==> config.mk <==
export PLATFORM = sky130hd
export DESIGN_NAME = asc_top
export DESIGN_NICKNAME = d
export VERILOG_FILES = /design/src/inc/asc_pkg.sv /design/src/design/asc_top.sv
export VERILOG_INCLUDE_DIRS = /design/src /design/src/inc
export SDC_FILE = /design/constraint.sdc
export NUM_CORES = 1
export LEC_CHECK = 0
export BUFFER_PORTS_ARGS = -buffer_cell sky130_fd_sc_hd__buf_2
export CORE_UTILIZATION = 55
export DETAILED_ROUTE_END_ITERATION = 7
export HOLD_SLACK_MARGIN = 0.15
export PLACE_DENSITY = 0.8
export SKIP_LAST_GASP = 1
export SLEW_MARGIN = 10
export SYNTH_ARGS = -nofsm -noshare
export SYNTH_HDL_FRONTEND = slang
export SYNTH_SLANG_ARGS = --single-unit
==> constraint.sdc <==
create_clock -name SYS_CLK -period 4.7 [get_ports SYS_CLK]
set_clock_uncertainty 0.2 [all_clocks]
set_input_delay 0.94 -clock SYS_CLK [delete_from_list [all_inputs] [get_ports SYS_CLK]]
set_output_delay 0.94 -clock SYS_CLK [all_outputs]
set_load 0.005 [all_outputs]
==> src/inc/asc_cfg.svh <==
`ifndef ASC_CFG_SVH
`define ASC_CFG_SVH

// Register byte offsets on the plain register port.
`define ASC_OFS_CTRL 8'h00
`define ASC_OFS_WINA 8'h04
`define ASC_OFS_WINB 8'h08
`define ASC_OFS_STAT 8'h0C
`define ASC_OFS_DIAG 8'h10

// Control register field positions.
`define ASC_CTRL_START 0
`define ASC_CTRL_MODE_LO 1
`define ASC_CTRL_MODE_HI 2
`define ASC_CTRL_DBL 3
`define ASC_CTRL_RES10 4
`define ASC_CTRL_SCAN_IE 5
`define ASC_CTRL_CMP_IE 6
`define ASC_CTRL_TRIG_EN 7
`define ASC_CTRL_WIN_AND 8
`define ASC_CTRL_WINA_OUT 9
`define ASC_CTRL_WINB_OUT 10
`define ASC_CTRL_DMA_EN 11
`define ASC_CTRL_DTC_EN 12
`define ASC_CTRL_MSB 12
`define ASC_CTRL_RST 13'h0000

// Window register layout: low bound in the low half, high bound in the high half.
`define ASC_WIN_HI_LSB 16
`define ASC_WIN_RST 12'h000
// Only the two 12-bit bounds are kept; every other window bit reads zero.
`define ASC_WIN_MASK 32'h0FFF0FFF

// Self-diagnosis word layout.
`define ASC_DIAG_STAT_LSB 14
`define ASC_DIAG_RST 14'h0000

`endif

==> src/inc/asc_pkg.sv <==
package asc_pkg;

    // Scan modes selected through the control register.
    typedef enum logic [1:0] {
        ASC_MODE_SINGLE = 2'h0,
        ASC_MODE_GROUP = 2'h1,
        ASC_MODE_CONT = 2'h2,
        ASC_MODE_RSVD = 2'h3
    } asc_mode_t;

    // Group codes reported by the conversion core.
    typedef enum logic [1:0] {
        ASC_GRP_A = 2'h0,
        ASC_GRP_B = 2'h1,
        ASC_GRP_C = 2'h2,
        ASC_GRP_X = 2'h3
    } asc_grp_t;

    // Scan completion report from the core.
    typedef struct packed {
        logic done;
        asc_grp_t group;
    } asc_scan_evt_t;

    // One converted result offered to the compare windows.
    typedef struct packed {
        logic valid;
        logic [11:0] data;
    } asc_cmp_in_t;

    // Self-diagnosis result from the core.
    typedef struct packed {
        logic valid;
        logic [1:0] status;
        logic [11:0] value;
    } asc_diag_t;

    // Interrupt request pulses.
    typedef struct packed {
        logic scan_end;
        logic group_b;
        logic group_c;
        logic window_a;
        logic window_b;
    } asc_irq_t;

    // Event link pulses.
    typedef struct packed {
        logic all_done;
        logic non_b_done;
        logic group_b_done;
        logic window;
    } asc_elc_t;

endpackage

==> src/design/asc_top.sv <==
// What this block does
// - Single-mode scan end raises scan interrupt.
// - Window A/B match raises compare interrupt.
// - Group A/B/C scan ends request DMA/DATA_TRANSFER_CONTROLLER.
// - Event to link controller after all scans.
// - Link controller trigger starts a scan.
// - Group mode: non-B scan end event.
// - Group mode: group B scan end event.
// - Single mode: window condition event.
// - Module stop halts scans, compares and diagnosis capture; the register port keeps working.
// - 12-bit diag: value 11:0, status 15:14.
// - 10-bit diag: value 9:0, status 15:14.
//
// Decided for this implementation: the strobed register port and the register addresses.
`timescale 1ns/1ns
`include "asc_cfg.svh"

module asc_top (
    // Clock, reset and freeze.
    input wire logic SYS_CLK,
    input wire logic RESET,
    input wire logic CE,
    // Module stop request from power management.
    input wire logic MSTP_REQ,
    // Register port.
    input wire logic [7:0] ADDR,
    input wire logic [31:0] WDATA,
    input wire logic WR,
    input wire logic RD,
    output logic [31:0] RDATA,
    // Conversion core side.
    output logic SCAN_START,
    input asc_pkg::asc_scan_evt_t SCAN_EVT,
    input asc_pkg::asc_cmp_in_t CMP_IN,
    input asc_pkg::asc_diag_t DIAG_IN,
    // Event link controller side.
    input wire logic ELC_TRIG,
    output asc_pkg::asc_elc_t ELC_OUT,
    // Interrupt, DMA and DATA_TRANSFER_CONTROLLER requests; in DMA_REQ and DTC_REQ bit 0 group A, 1 group B, 2 group C.
    output asc_pkg::asc_irq_t IRQ_OUT,
    output logic [2:0] DMA_REQ,
    output logic [2:0] DTC_REQ
);
    import asc_pkg::*;

    // ****************************************************************
    // Helper functions
    // ****************************************************************

    // Window test: inside the closed range, or outside it when inverted.
    function automatic logic win_hit(input logic [11:0] d, input logic [31:0] w,
                                     input logic outside);
        logic in_range;
        in_range = (d >= w[11:0]) && (d <= w[`ASC_WIN_HI_LSB +: 12]);
        return in_range ^ outside;
    endfunction

    // Right-aligned diagnosis word; unused upper value bits read as zero.
    function automatic logic [15:0] fmt_diag(input logic [1:0] st, input logic [11:0] v,
                                             input logic res10);
        if (res10) begin
            return {st, 4'h0, v[9:0]};
        end
        return {st, 2'h0, v};
    endfunction

    // ****************************************************************
    // Register storage
    // ****************************************************************
    typedef enum logic [1:0] {
        ST_IDLE = 2'b01,
        ST_BUSY = 2'b10
    } asc_state_t;

    logic [`ASC_CTRL_MSB:0] ctrl_reg; // Control bits; the start bit is not stored.
    logic [31:0] wina_reg; // Window A bounds.
    logic [31:0] winb_reg; // Window B bounds.
    logic [13:0] diag_reg; // Captured diagnosis status and value.
    asc_state_t state_reg; // Scan sequencer state.
    logic half_reg; // First half of a double scan is done.
    logic stop_reg; // Module stop is in force.

    // Decoded control fields.
    asc_mode_t mode;
    logic dbl;
    assign mode = asc_mode_t'(ctrl_reg[`ASC_CTRL_MODE_HI:`ASC_CTRL_MODE_LO]);
    assign dbl = ctrl_reg[`ASC_CTRL_DBL];

    // Decoded bus strobes.
    logic wr_ctrl;
    assign wr_ctrl = WR && (ADDR == `ASC_OFS_CTRL);

    // Control register; the start bit acts on write and is not kept.
    always_ff @(posedge SYS_CLK or posedge RESET) begin
        if (RESET) begin
            ctrl_reg <= `ASC_CTRL_RST;
        end else if (CE && wr_ctrl) begin
            ctrl_reg <= WDATA[`ASC_CTRL_MSB:0];
            ctrl_reg[`ASC_CTRL_START] <= 1'b0;
        end
    end

    // Window bound registers.
    always_ff @(posedge SYS_CLK or posedge RESET) begin
        if (RESET) begin
            wina_reg <= {4'h0, `ASC_WIN_RST, 4'h0, `ASC_WIN_RST};
            winb_reg <= {4'h0, `ASC_WIN_RST, 4'h0, `ASC_WIN_RST};
        end else if (CE && WR) begin
            if (ADDR == `ASC_OFS_WINA) begin
                wina_reg <= WDATA & `ASC_WIN_MASK;
            end
            if (ADDR == `ASC_OFS_WINB) begin
                winb_reg <= WDATA & `ASC_WIN_MASK;
            end
        end
    end

    // Diagnosis capture; a stopped module takes no new result.
    always_ff @(posedge SYS_CLK or posedge RESET) begin
        if (RESET) begin
            diag_reg <= `ASC_DIAG_RST;
        end else if (CE && !stop_reg && DIAG_IN.valid) begin
            diag_reg <= {DIAG_IN.status, DIAG_IN.value};
        end
    end

    // Module stop follows the power management request.
    always_ff @(posedge SYS_CLK or posedge RESET) begin
        if (RESET) begin
            stop_reg <= 1'b0;
        end else if (CE) begin
            stop_reg <= MSTP_REQ;
        end
    end

    // ****************************************************************
    // Scan sequencer
    // ****************************************************************

    // A start comes from software or, when enabled, from the link controller.
    logic start_req;
    assign start_req = (state_reg == ST_IDLE) && !stop_reg &&
                       ((wr_ctrl && WDATA[`ASC_CTRL_START]) ||
                        (ELC_TRIG && ctrl_reg[`ASC_CTRL_TRIG_EN]));

    // Completion decode. Group A is the scan the sequencer waits for.
    logic done_a;
    logic done_b;
    logic done_c;
    logic last_a;
    assign done_a = SCAN_EVT.done && (SCAN_EVT.group == ASC_GRP_A) &&
                    (state_reg == ST_BUSY) && !stop_reg;
    assign done_b = SCAN_EVT.done && (SCAN_EVT.group == ASC_GRP_B) &&
                    (mode == ASC_MODE_GROUP) && !stop_reg;
    assign done_c = SCAN_EVT.done && (SCAN_EVT.group == ASC_GRP_C) &&
                    (mode == ASC_MODE_GROUP) && !stop_reg;
    // In double trigger mode only the second scan of the pair completes.
    assign last_a = done_a && (!dbl || half_reg);

    // Sequencer state; module stop returns it to idle.
    always_ff @(posedge SYS_CLK or posedge RESET) begin
        if (RESET) begin
            state_reg <= ST_IDLE;
            half_reg <= 1'b0;
        end else if (CE) begin
            if (stop_reg) begin
                state_reg <= ST_IDLE;
                half_reg <= 1'b0;
            end else begin
                unique case (state_reg)
                    ST_IDLE: begin
                        if (start_req) begin
                            state_reg <= ST_BUSY;
                        end
                    end
                    ST_BUSY: begin
                        if (last_a) begin
                            state_reg <= ST_IDLE;
                            half_reg <= 1'b0;
                        end else if (done_a) begin
                            half_reg <= 1'b1;
                        end
                    end
                    default: begin
                        state_reg <= ST_IDLE;
                    end
                endcase
            end
        end
    end

    // Start pulse to the core, one cycle after the request is taken.
    always_ff @(posedge SYS_CLK or posedge RESET) begin
        if (RESET) begin
            SCAN_START <= 1'b0;
        end else if (CE) begin
            SCAN_START <= start_req;
        end
    end

    // ****************************************************************
    // Compare windows
    // ****************************************************************
    logic hit_a;
    logic hit_b;
    logic win_evt;
    assign hit_a = CMP_IN.valid && !stop_reg &&
                   win_hit(CMP_IN.data, wina_reg, ctrl_reg[`ASC_CTRL_WINA_OUT]);
    assign hit_b = CMP_IN.valid && !stop_reg &&
                   win_hit(CMP_IN.data, winb_reg, ctrl_reg[`ASC_CTRL_WINB_OUT]);
    // Link event combines both windows by OR, or by AND when selected.
    assign win_evt = (mode == ASC_MODE_SINGLE) &&
                     (ctrl_reg[`ASC_CTRL_WIN_AND] ? (hit_a && hit_b) : (hit_a || hit_b));

    // ****************************************************************
    // Request and event pulses
    // ****************************************************************

    // Interrupt pulses; each lasts one enabled cycle.
    always_ff @(posedge SYS_CLK or posedge RESET) begin
        if (RESET) begin
            IRQ_OUT <= '0;
        end else if (CE) begin
            IRQ_OUT.scan_end <= last_a && ctrl_reg[`ASC_CTRL_SCAN_IE];
            IRQ_OUT.group_b <= done_b && ctrl_reg[`ASC_CTRL_SCAN_IE];
            IRQ_OUT.group_c <= done_c && ctrl_reg[`ASC_CTRL_SCAN_IE];
            IRQ_OUT.window_a <= hit_a && ctrl_reg[`ASC_CTRL_CMP_IE];
            IRQ_OUT.window_b <= hit_b && ctrl_reg[`ASC_CTRL_CMP_IE];
        end
    end

    // DMA and DATA_TRANSFER_CONTROLLER activation from the three scan end sources.
    always_ff @(posedge SYS_CLK or posedge RESET) begin
        if (RESET) begin
            DMA_REQ <= 3'h0;
            DTC_REQ <= 3'h0;
        end else if (CE) begin
            DMA_REQ <= {done_c, done_b, last_a} & {3{ctrl_reg[`ASC_CTRL_DMA_EN]}};
            DTC_REQ <= {done_c, done_b, last_a} & {3{ctrl_reg[`ASC_CTRL_DTC_EN]}};
        end
    end

    // Event link pulses.
    always_ff @(posedge SYS_CLK or posedge RESET) begin
        if (RESET) begin
            ELC_OUT <= '0;
        end else if (CE) begin
            ELC_OUT.all_done <= last_a;
            ELC_OUT.non_b_done <= (last_a && (mode == ASC_MODE_GROUP)) || done_c;
            ELC_OUT.group_b_done <= done_b;
            ELC_OUT.window <= win_evt;
        end
    end

    // ****************************************************************
    // Register read port
    // ****************************************************************

    // Read data stand in the cycle after the strobe only; unmapped reads zero.
    always_ff @(posedge SYS_CLK or posedge RESET) begin
        if (RESET) begin
            RDATA <= 32'h00000000;
        end else if (CE) begin
            RDATA <= 32'h00000000;
            if (RD) begin
                unique case (ADDR)
                    `ASC_OFS_CTRL: RDATA <= {19'h00000, ctrl_reg};
                    `ASC_OFS_WINA: RDATA <= wina_reg;
                    `ASC_OFS_WINB: RDATA <= winb_reg;
                    `ASC_OFS_STAT: RDATA <= {29'h00000000, stop_reg, half_reg,
                                             state_reg == ST_BUSY};
                    `ASC_OFS_DIAG: RDATA <= {16'h0000, fmt_diag(diag_reg[13:12],
                                             diag_reg[11:0], ctrl_reg[`ASC_CTRL_RES10])};
                    default: RDATA <= 32'h00000000;
                endcase
            end
        end
    end
endmodule

==> impl_results.md <==
- Clock sinks: 121
- Hold WC Path Type: reg -> reg
- Final Total Pwr: 0.00259 W
- Die width: 108 um
- Xor/xnor share of the synthesized area: 0.00142
- Ys flop type: dfrtp_1
- Tot GR Track Use: 0.296
- Layout cell share with drive strength beyond 1: 0.248
- Switching pwr: around 0.00061 W
- PD cells: between 300 and 400 nW/um2
- Starting Density: 0.568
- H-tree Lvls: 4
- First-pass iteration count of the detailed router: 5
- GRT overflow: 0
- Post-detailed-route DRC marker count: 0
- Post-Synth Simple-Gate Area: 0.0989
- Period utilisation layout: 0.685
- Core footprint: 10900 um2
- Post-synth EDFFs: 0
- CTS tree: built
- Cell Int Power: 0.00198 W
- Crit path kind: in -> reg
- Critical path endpoint category: flip-flop
- Via count: 5146
- Min cycle time layout: 3.22 ns
- CP max FO: 30
- Clk root buf: clkbuf_8
- Post-synthesis compound-gate area fraction: 0.193
- Synth Cell Area: 6190 um2
- Setup bufs post-CTS: 0
- Largest family of logic cells by synthesized area: compound AO/OA/AOI/OAI gates
- Pin count of the biggest net entering global routing: 56
- Switch share: 0.236
- Synthesized flop and latch total: approximately 120
- Ys async rst share: 1.00
- Pleak: between 3 and 4 nW
- Antenna violations before repair: 0
- Num CTS Buffers: 17
- Clk slew on worst S/H paths: 0.06 ns
- Final slew viol count: 0
- First-pass GRT wire length: between 20000 and 30000 um
- Die Height: between 100 and 150 um
- Post-synthesis average cell area: 10.4 um2
- Die area: between 10000 and 15000 um2
- Max reg flops: 27
- Post-Synthesis Cells: 593
- HPWL Detailed: 11300 um
- Boundary pin count: 126
- Clk_lat worst skew: 0.52 ns
- Combinational Power Share: 0.087
- Worst VDD drop: 0.000226 V
- Adder-cell share of the synthesized area: 0.0970
- Setup TNS: 0 ns
- Final setup fails: 0
- Total wire length: 15900 um
- Area Growth Syn to Fin: 19.5%
- # hold bufs at CTS: 0
- YS warnings: 0
- Worst EP required: 4.95 ns
- Fmax: approximately 0.31 GHz
- Unrepaired setup endpoints after global routing: false
- Mux contribution to synthesized area: 0.0560
- PostCTS Resize Cnt: 0
- Part of the power in registers: 0.435
- Ant diodes: 0
- Distinct cell type count after synthesis: 54
- Drt initial violations: 342
- Clock network fraction of design power: 0.479
- Vias in the first global route: 5348
- Placer congestion estimate: 0.867
- Hold Violations, Final: 0
- Max_cap viols: 0
- Critical Path AT: 3.46 ns
- Slew @ Worst Pin: between 0.9 and 1 ns
- Avg WL per Cell: 18.5 um
- Routed Antenna Nets: 0
- Commonest cells after routing, fill and taps aside: dfrtp_1 (120), buf_2 (113), nand2_1 (78)
- Register area share after synthesis: 0.489
- Post-DR vias/cell: 5.99
- Outcome: finished clean
- Final nets: 832
- Port bufs: 113
- Row Count: 38
- Startpoint Class: input port
- CTS max path bufs: 2
- Slew HR: 0.382
- Most common cell after layout, fill and taps aside: dfrtp_1
metrics by stage:
step | setup WS, ns | area (um2) | hold slack [ns] | util | std cells
after detailed placement | 0.950 | 6830 | 0.264 | 0.627 | 827
after global placement | 1.03 | 6830 | 0.261 | 0.627 | 827
after CTS | 1.52 | 7390 | 0.279 | 0.679 | 859
final | 1.48 | 7390 | 0.274 | 0.679 | 859
after floorplan | 0.347 | 6200 | 0.277 | - | 597
after global routing | 1.30 | 7390 | 0.297 | 0.679 | 859
worst max-delay path, cell delays in order:
cell	delay [ns]
buf_2	0.10
or4_4	0.56
nor3_4	0.24
nand2_1	0.13
nor2_2	0.09
buf_4	0.29
and3_1	0.68
buf_12	0.27
nand2_1	0.07
o21ai_1	0.09
power by group through the flow:
stage | clock network (W) | registers, W | logic (W)
after floorplan | 0 | 0.00113 | 0.000139
after global placement | 0 | 0.00114 | 0.000207
after detailed placement | 0 | 0.00114 | 0.000221
after CTS | 0.00125 | 0.00113 | 0.000225
after global routing | 0.00130 | 0.00113 | 0.000252
final | 0.00124 | 0.00113 | 0.000225
area by class of cell:
cell class,count,area [um2]
clock inverter,7,91.3
timing repair buffer,122,646
multi-input combinational,393,2780
tap,140,175
inverter,51,194
fill,797,3490
sequential,121,3030
clock buffer,25,474
cells in the mapped netlist (12+ instances only):
cell	instances	area [um2]
buf_4	13	97.6
dfrtp_1	120	3000
ha_1	48	601
inv_1	50	188
a21o_1	15	113
a21oi_1	32	160
o21ai_0	38	190
o2bb2ai_1	21	184
a22o_1	12	105
a22oi_1	13	97.6
o21ai_1	23	115
mux2_2	21	236
nand2_1	78	293
path summary, 6_finish.rpt:
kind,from,end,slack [ns],cells past startpoint
min in group asynchronous,RESET,RDATA[18]$_DFFE_PP0P_,0.32,2
max in group asynchronous,RESET,wina_reg[26]$_DFFE_PP0P_,3.08,3
min reg2reg,RDATA[5]$_DFFE_PP0P_,RDATA[5]$_DFFE_PP0P_,0.27,1
min,RDATA[5]$_DFFE_PP0P_,RDATA[5]$_DFFE_PP0P_,0.27,1
max reg2reg,winb_reg[17]$_DFFE_PP0P_,ELC_OUT[0]$_DFFE_PP0P_,1.88,9
max,ADDR[1],winb_reg[4]$_DFFE_PP0P_,1.48,10
cell families after synthesis:
group	Yosys count
other cells	1
simple gates	128
compound gates	180
mux	31
flops	121
buf+inv	83
fa+ha+maj	48
xor+xnor	1
routing by layer:
| metal | part of all wire | GRT usage | routed length (um) |
|---|---|---|---|
| met1 | 0.42 | 0.367 | 6660 |
| met2 | 0.48 | 0.489 | 7710 |
| met3 | 0.068 | 0.0645 | 1080 |
| met4 | 0.029 | 0.147 | 460 |
| met5 | 0 | 0 | 0 |
Power figures use the tool's default switching activity.
